[config.mk]
export PLATFORM = sky130hd
export DESIGN_NAME = acc_top
export DESIGN_NICKNAME = d
export VERILOG_FILES = /design/src/acc_pkg.sv /design/src/acc_top.sv
export SDC_FILE = /design/constraint.sdc
export NUM_CORES = 1
export LEC_CHECK = 0
export ABC_AREA = 1
export BUFFER_PORTS_ARGS = -buffer_cell sky130_fd_sc_hd__buf_2
export CAP_MARGIN = 0
export CORE_MARGIN = 2
export CORE_UTILIZATION = 50
export CTS_CLUSTER_DIAMETER = 80
export DETAILED_ROUTE_END_ITERATION = 8
export PLACE_DENSITY = 0.95
export SYNTH_ARGS = -nofsm -noshare
export SYNTH_HDL_FRONTEND = slang
export SYNTH_SLANG_ARGS = --single-unit
[constraint.sdc]
create_clock -name mclk_i -period 3.35 [get_ports mclk_i]
set_input_delay 0.67 -clock mclk_i [delete_from_list [all_inputs] [get_ports mclk_i]]
set_output_delay 0.67 -clock mclk_i [all_outputs]
set_load 0.01 [all_outputs]
[src/acc_pkg.sv]
// Constants for the analog comparator control block.
// Assumes a single 25 MHz clock and a 32-bit Avalon-MM register slave.
package acc_pkg;
   // Register offsets (byte addresses, not all word aligned)
   localparam logic [7:0] ACC_OFS_BUF_DIS = 8'h01;
   localparam logic [7:0] ACC_OFS_CTRL    = 8'h08;
   localparam logic [7:0] ACC_OFS_MUX     = 8'h24;
   localparam logic [7:0] ACC_OFS_IRQ_STS = 8'h28;
   localparam logic [7:0] ACC_OFS_IRQ_EN  = 8'h2C;
   localparam logic [7:0] ACC_OFS_IRQ_CLR = 8'h30;
   // Control and status fields
   localparam int ACC_BIT_DISABLE = 7;
   localparam int ACC_BIT_BANDGAP = 6;
   localparam int ACC_BIT_OUT     = 5;
   localparam int ACC_BIT_FLAG    = 4;
   localparam int ACC_BIT_IE      = 3;
   localparam int ACC_BIT_CAPTURE = 2;
   // Mux register fields: code in 4:0, mux enable 5, converter enable 6, global ie 7
   localparam int ACC_BIT_MUX_EN  = 5;
   localparam int ACC_BIT_CONV_EN = 6;
   localparam int ACC_BIT_GIE     = 7;
   localparam logic [4:0] ACC_MUX_MAX = 5'h07;
   // Edge modes
   localparam logic [1:0] ACC_MODE_TOGGLE  = 2'h0;
   localparam logic [1:0] ACC_MODE_RSVD    = 2'h1;
   localparam logic [1:0] ACC_MODE_FALLING = 2'h2;
   localparam logic [1:0] ACC_MODE_RISING  = 2'h3;
   // Reset values
   localparam logic [7:0] ACC_RST_BUF_DIS = 8'h00;
   localparam logic [7:0] ACC_RST_CTRL    = 8'h00;
   localparam logic [7:0] ACC_RST_MUX     = 8'h00;
   // Status events: 0 toggle, 1 rising, 2 falling
   localparam int ACC_NUM_EVT = 3;
endpackage

[src/acc_top.sv]
// Digital control around an on-chip analog comparator.
// Assumes the analog core acts on the select outputs and gives a raw result.
//
// Decided for this implementation: the Avalon-MM slave port.
`timescale 1ns/100ps
`default_nettype none
module acc_top (
   // Clock and reset
   input  wire logic        mclk_i,
   input  wire logic        rstn_i,
   // Avalon-MM slave
   input  wire logic [7:0]  avs_address_i,
   input  wire logic        avs_read_i,
   input  wire logic        avs_write_i,
   input  wire logic [31:0] avs_writedata_i,
   input  wire logic [3:0]  avs_byteenable_i,
   output logic      [31:0] avs_readdata_o,
   output logic             avs_waitrequest_o,
   output logic      [1:0]  avs_response_o,
   // Analog core
   input  wire logic        cmp_raw_i,
   output logic             comparator_disable_o,
   output logic             bandgap_select_o,
   output logic             neg_sel_pin_o,
   output logic      [2:0]  neg_sel_chan_o,
   // CPU interrupt and timer
   input  wire logic        irq_ack_i,
   output logic             comparator_irq_o,
   output logic             capture_trig_o,
   // Port pins
   input  wire logic [7:0]  port_pin_i,
   output logic      [7:0]  port_pin_o,
   output logic      [7:0]  input_buffer_disable_o,
   // Event interrupt
   output logic             evt_irq_o
);
   logic [7:0] buf_dis_q;
   logic [7:0] ctrl_q;
   logic [7:0] mux_q;
   logic       sync1_q, sync2_q, prev_q;
   logic       flag_q;
   logic [2:0] sts_q, ien_q;
   logic       ack_q;
   logic       access;
   logic       wr_hit, rd_hit;
   logic       ctrl_wr, flag_clr_wr;
   logic       rise, fall, tog, evt_hit;
   logic       mux_path;
   logic [2:0] evt_clr;
   logic       mapped;

   // One wait cycle per access; answer on the second edge
   assign access            = avs_read_i | avs_write_i;
   assign avs_waitrequest_o = access & ~ack_q;
   assign wr_hit            = avs_write_i & ack_q;
   assign rd_hit            = avs_read_i & ack_q;
   assign ctrl_wr           = wr_hit & (avs_address_i == acc_pkg::ACC_OFS_CTRL)
                              & avs_byteenable_i[0];
   assign flag_clr_wr       = ctrl_wr & avs_writedata_i[acc_pkg::ACC_BIT_FLAG];

   always_ff @(posedge mclk_i or negedge rstn_i) begin
      if (!rstn_i) begin
         ack_q <= 1'b0;
      end else begin
         ack_q <= access & ~ack_q;
      end
   end

   always_comb begin
      mapped = 1'b1;
      unique case (avs_address_i)
         acc_pkg::ACC_OFS_BUF_DIS, acc_pkg::ACC_OFS_CTRL, acc_pkg::ACC_OFS_MUX,
         acc_pkg::ACC_OFS_IRQ_STS, acc_pkg::ACC_OFS_IRQ_EN,
         acc_pkg::ACC_OFS_IRQ_CLR: mapped = 1'b1;
         default: mapped = 1'b0;
      endcase
   end

   // Register writes
   always_ff @(posedge mclk_i or negedge rstn_i) begin
      if (!rstn_i) begin
         buf_dis_q <= acc_pkg::ACC_RST_BUF_DIS;
         ctrl_q    <= acc_pkg::ACC_RST_CTRL;
         mux_q     <= acc_pkg::ACC_RST_MUX;
         ien_q     <= 3'h0;
      end else if (wr_hit && avs_byteenable_i[0]) begin
         unique case (avs_address_i)
            acc_pkg::ACC_OFS_BUF_DIS: buf_dis_q <= avs_writedata_i[7:0];
            acc_pkg::ACC_OFS_CTRL: begin
               // Output and flag bits are not stored here
               ctrl_q <= avs_writedata_i[7:0] & 8'hCF;
            end
            acc_pkg::ACC_OFS_MUX:    mux_q <= avs_writedata_i[7:0];
            acc_pkg::ACC_OFS_IRQ_EN: ien_q <= avs_writedata_i[2:0];
            default: ;
         endcase
      end
   end

   // Two-flop synchroniser, 1-2 cycle latency
   always_ff @(posedge mclk_i or negedge rstn_i) begin
      if (!rstn_i) begin
         sync1_q <= 1'b0;
         sync2_q <= 1'b0;
         prev_q  <= 1'b0;
      end else begin
         sync1_q <= cmp_raw_i;
         sync2_q <= sync1_q;
         prev_q  <= sync2_q;
      end
   end

   // Edges of the synchronised output
   assign tog  = sync2_q ^ prev_q;
   assign rise = sync2_q & ~prev_q;
   assign fall = ~sync2_q & prev_q;

   always_comb begin
      unique case (ctrl_q[1:0])
         acc_pkg::ACC_MODE_TOGGLE:  evt_hit = tog;
         acc_pkg::ACC_MODE_RSVD:    evt_hit = 1'b0;
         acc_pkg::ACC_MODE_FALLING: evt_hit = fall;
         acc_pkg::ACC_MODE_RISING:  evt_hit = rise;
      endcase
   end

   // Comparator flag; a new event wins over any clear
   always_ff @(posedge mclk_i or negedge rstn_i) begin
      if (!rstn_i) begin
         flag_q <= 1'b0;
      end else if (evt_hit) begin
         flag_q <= 1'b1;
      end else if (irq_ack_i || flag_clr_wr) begin
         flag_q <= 1'b0;
      end
   end

   // Sticky event status, write-one clear
   assign evt_clr = (wr_hit && avs_byteenable_i[0]
                     && avs_address_i == acc_pkg::ACC_OFS_IRQ_CLR)
                    ? avs_writedata_i[2:0] : 3'h0;

   always_ff @(posedge mclk_i or negedge rstn_i) begin
      if (!rstn_i) begin
         sts_q <= 3'h0;
      end else begin
         sts_q <= (sts_q & ~evt_clr) | {fall, rise, tog};
      end
   end

   // Read data, registered
   always_ff @(posedge mclk_i or negedge rstn_i) begin
      if (!rstn_i) begin
         avs_readdata_o <= 32'h0000_0000;
         avs_response_o <= 2'h0;
      end else if (access && !ack_q) begin
         avs_response_o <= mapped ? 2'h0 : 2'h3;
         avs_readdata_o <= 32'h0000_0000;
         if (avs_read_i) begin
            unique case (avs_address_i)
               acc_pkg::ACC_OFS_BUF_DIS: avs_readdata_o[7:0] <= buf_dis_q;
               acc_pkg::ACC_OFS_CTRL: avs_readdata_o[7:0] <=
                  {ctrl_q[7:6], sync2_q, flag_q, ctrl_q[3:0]};
               acc_pkg::ACC_OFS_MUX:     avs_readdata_o[7:0] <= mux_q;
               acc_pkg::ACC_OFS_IRQ_STS: avs_readdata_o[2:0] <= sts_q;
               acc_pkg::ACC_OFS_IRQ_EN:  avs_readdata_o[2:0] <= ien_q;
               default: ;
            endcase
         end
      end
   end

   // Negative input select; codes above 7 fall back to the pin
   assign mux_path = mux_q[acc_pkg::ACC_BIT_MUX_EN] & ~mux_q[acc_pkg::ACC_BIT_CONV_EN]
                     & (mux_q[4:0] <= acc_pkg::ACC_MUX_MAX);
   assign neg_sel_pin_o  = ~mux_path;
   assign neg_sel_chan_o = mux_path ? mux_q[2:0] : 3'h0;

   assign comparator_disable_o = ctrl_q[acc_pkg::ACC_BIT_DISABLE];
   assign bandgap_select_o     = ctrl_q[acc_pkg::ACC_BIT_BANDGAP];
   assign comparator_irq_o     = flag_q & ctrl_q[acc_pkg::ACC_BIT_IE]
                                 & mux_q[acc_pkg::ACC_BIT_GIE];
   assign capture_trig_o       = ctrl_q[acc_pkg::ACC_BIT_CAPTURE] & sync2_q;
   assign input_buffer_disable_o = buf_dis_q;
   assign port_pin_o           = port_pin_i & ~buf_dis_q;
   assign evt_irq_o            = |(sts_q & ien_q);
endmodule
`default_nettype wire

# After elaboration in Yosys (flattened, before gate mapping)
# Index checks and enable logic that the tools add are counted.
[word_totals] latchBits=0 memories=0 register_bits=43 ram_bits=0 rom_bits=0 inputBits=58
[op_classes] add_sub_neg=0 mux=10 n_eq_ne=9 magnitude_cmp=1 bitwise_logic=25 n_shift=0 reduce_logical=13 div_mod_pow=0 multipliers=0
[op_table] cell="8-bit by 6-bit equality test with 1-bit output (second input constant)" n=4
[op_table] cell="3-bit case mux with 5 select lines" n=1
[op_table] cell="5-bit case mux with 3 select lines" n=1
[op_table] cell="1-bit bitwise AND" n=12
[op_table] cell="8-bit bitwise AND" n=1
[op_table] cell="8-bit by 1-bit equality test with 1-bit output (second input constant)" n=1
[op_table] cell="8-bit by 4-bit equality test with 1-bit output (second input constant)" n=1
[op_table] cell="8-bit 2-to-1 mux" n=1
[op_table] cell="8-bit inverter" n=1
[op_table] cell="2-bit AND reduction" n=4
[op_table] cell="3-bit bitwise AND" n=2
[op_table] cell="3-bit 2-to-1 mux" n=2
[op_table] cell="6-bit OR reduction" n=1
[op_table] cell="5-bit by 3-bit less-or-equal comparator with 1-bit output (second input constant)" n=1
[op_table] cell="1-bit inverter" n=5
[op_table] cell="2-bit equality test (second input constant)" n=2
[op_table] cell="1-bit case mux with 4 select lines" n=1
[op_table] cell="1-bit logical AND" n=3
[op_table] cell="1-bit 2-to-1 mux" n=3
[op_table] cell="3-bit inverter" n=1
[op_table] cell="3-bit bitwise OR" n=1
[op_table] cell="3-bit OR reduction" n=1
[op_table] cell="2-bit by 1-bit equality test with 1-bit output (second input constant)" n=1
[op_table] cell="2-bit logical NOT" n=1
[op_table] cell="other kinds (6)" n=6

# Longest topological paths before layout
[depth] word_depth=7 mapped_depth=10 ltp_nobuf=9

# Worst setup path after synthesis
# OpenSTA, ideal clock, no wires.
[synth_path] path_kind="input to output" startpoint="input avs_read_i" endpoint="output avs_waitrequest_o" cell_stages=2 path_buffers=0 path_slack_ns=1.690 required_time_ns=2.680 t_arrival_ns=0.990 cell_sequence="o21bai_1 -> inv_1"
[synth_between] elab_chain_cells=2
[synth_lines] item="start: declaration" line_no="acc_top.sv:13" rtl="input wire logic avs_read_i,"
[synth_lines] item="1-bit bitwise OR" line_no="acc_top.sv:53" rtl="assign access = avs_read_i | avs_write_i;"
[synth_lines] item="1-bit bitwise AND" line_no="acc_top.sv:54" rtl="assign avs_waitrequest_o = access & ~ack_q;"
[synth_lines] item="end: declaration" line_no="acc_top.sv:18" rtl="output logic avs_waitrequest_o,"
# Every way passes these cells.

# Worst setup path in the final report
# Same ends and word-level chain as after synthesis.

==> impl_metrics.json <==
{
  "ys_top_cells_by_area": "dfrtp_1 42%, nand2_1 12%, buf_4 7.8%",
  "hpwl_um": 4230,
  "drt_first_iter_violations": 248,
  "fmax_mhz": 480,
  "cts_root_buf": "clkbuf_8",
  "pin_count": 118,
  "initial_core_util_pct": 52.2,
  "die_h_um": 74.7,
  "ir_worst_vdd_v": 0.000199,
  "rsz0062_at_grt": "no",
  "antenna_cells": 0,
  "yosysTopAreaCellShare_pct": 42.0,
  "dpl-instance-area_mm2": 0.00276,
  "finClkSkew_ps": 9.37,
  "antenna_found_initial": 0,
  "yosysSeqAreaShare_pct": 42.0,
  "static-leakage-power_nw": 1.72,
  "totalPowerFinal_w": 0.000985,
  "coreArea_mm2": 0.00479,
  "clock_latency_ps": 300,
  "routed_wirelength_um": 5740,
  "switching_power_w": 0.000277,
  "worstPathRequired_ps": 2680,
  "drive_gt1_share_pct": 28.5,
  "startpoint_type": "input port",
  "power.internal_w": 0.000708,
  "drcViolationCount": 0,
  "cts_buffers": 5,
  "syn-cell-area_mm2": 0.00250,
  "pwr-share-seq_pct": 53.8,
  "gp_congestion": 0.890,
  "cts-resized-gates": 0,
  "ys_ff_latch": 42,
  "min_period_ps": 2080,
  "slew-limit-headroom_pct": 38.8,
  "worst_pin_slew_ps": 918,
  "postSynthCellCount": 319,
  "yosys_warnings": 0,
  "status": "complete, no violations",
  "cp_data_arrival_time_ps": 1410,
  "die_w_um": 74.7,
  "syn_to_final_growth_pct": 13.9,
  "fin_nets": 445,
  "vias": 2245,
  "num_rows": 25,
  "switching_share_pct": 28.1,
  "wl_per_cell_um": 12.7,
  "clkPwrFrac_pct": 33.0,
  "pwr-share-comb_pct": 13.1,
  "layout_common_cells": "78 x nand2_1, 66 x buf_2, 42 x dfrtp_1",
  "clockBufferDepth": 2,
  "grt_max_degree": 43,
  "dieArea_mm2": 0.00558,
  "postLayoutCellArea_mm2": 0.00285,
  "mostFrequentLayoutCell": "nand2_1",
  "antenna_left": 0,
  "hold_class": "reg2reg",
  "vias_per_cell": 4.96,
  "syn_avg_cell_area_um2": 7.84,
  "portBuffers": 66,
  "crit_fanout": 12,
  "cts_setup_buffers": 0,
  "endpoint_kind": "output pin",
  "critical_path_class": "in2out",
  "fin_setup_tns_ps": 0,
  "drtPass1Iterations": 5,
  "ys_types": 27,
  "htree_levels": 2,
  "drv_slew": 0,
  "powerDensity_mw_per_mm2": 346,
  "finalSetupViolCount": 0,
  "drv_cap": 0,
  "hold_buffers": 0,
  "clk_pin_slew_ps": 80,
  "grt_overflow": 0,
  "gr-usage-all-layers_pct": 21.1,
  "grt_pass1_wl_um": 9130,
  "grt_pass1_vias": 2013,
  "yosys.area.top_type": "dfrtp_1",
  "finalCritPeriodShare_pct": 62.1,
  "finalHoldViolCount": 0,
  "cts.sinks": 42,
  "cts_tree": "yes"
}
==> worst max-delay path, stage by stage <==
cell,delay (ps)
buf_2,140
o21bai_1,140
buf_4,190
inv_1,120
buf_2,160
==> synthesized netlist by cell type, drive strengths merged <==
library cell	n
nand2	93
inv	44
dfrtp	42
nand3	36
nor2	35
buf	31
o21ai	25
a21oi	3
nand4	3
ha	2
conb	1
nand3b	1
nor3	1
o21bai	1
o311ai	1
==> flip-flops by register name (all words and copies together), names as in the netlist <==
| register | flops |
|---|---|
| ack_q | 1 |
| avs_readdata_o | 8 |
| avs_response_o | 1 |
| ctrl_q | 6 |
| flag_q | 1 |
| ien_q | 3 |
| input_buffer_disable_o | 8 |
| mux_q | 8 |
| prev_q | 1 |
| sts_q | 3 |
| sync1_q | 1 |
| sync2_q | 1 |
==> path summary, 6_finish.rpt <==
kind / start / endpoint / slack (ps) / cells after the start
worst max-delay path: avs_read_i / avs_waitrequest_o / 1270 / 5
worst min-delay path: sync1_q / sync2_q / 350 / 0
worst max register to register: ack_q / ctrl_q[0] / 1920 / 5
worst min register to register: sync1_q / sync2_q / 350 / 0
max in group asynchronous: rstn_i / input_buffer_disable_o[2] / 2270 / 1
min in group asynchronous: rstn_i / input_buffer_disable_o[7] / 500 / 1
==> cell families after synthesis <==
kind of cell | after synthesis | synth area share [%]
other | 1 | 0.150
adder cells (fa/ha/maj) | 2 | 1.00
AO/OA/AOI/OAI | 30 | 7.31
flip-flops | 42 | 42.0
AND/OR/NAND/NOR | 169 | 32.8
buffers and inverters | 75 | 16.7
==> power groups by stage <==
| stage | Combinational, W | Sequential [W] | Clock, W |
|---|---|---|---|
| floorplan | 0.0000933 | 0.000540 | 0 |
| global placement | 0.000126 | 0.000540 | 0 |
| detailed placement | 0.000129 | 0.000540 | 0 |
| CTS | 0.000129 | 0.000530 | 0.000333 |
| global route | 0.000145 | 0.000532 | 0.000349 |
| finish | 0.000129 | 0.000530 | 0.000325 |
==> routing by layer <==
layer	GRT usage, %	vias up	wire length, um	part of all wire (%)
met5	0	-	0	0
met4	5.56	0	50	0.87
met3	3.35	8	485	8.4
met2	35.1	143	2770	48
met1	29.0	1019	2430	42
li1	-	1075	-	-
==> area by class of cell <==
class / instances / area (um^2)
clock inverter: 2 / 13.8
timing repair buffer: 67 / 338
multi-input combinational: 225 / 1120
inverter: 44 / 170
tap: 67 / 83.8
fill: 428 / 1940
sequential: 42 / 1050
clock buffer: 6 / 72.6
==> stage by stage <==
stage          hold slack [ps]  util (%)  setup slack (ps)  cells
6_report                   352      59.5              1270    453
5_1_grt                    361      59.5              1200    453
4_1_cts                    356      59.5              1270    453
3_5_place_dp               337      57.7              1270    445
3_3_place_gp               333      57.7              1280    445
2_1_floorplan              331         -              1690    342
Power figures use the tool's default switching activity.
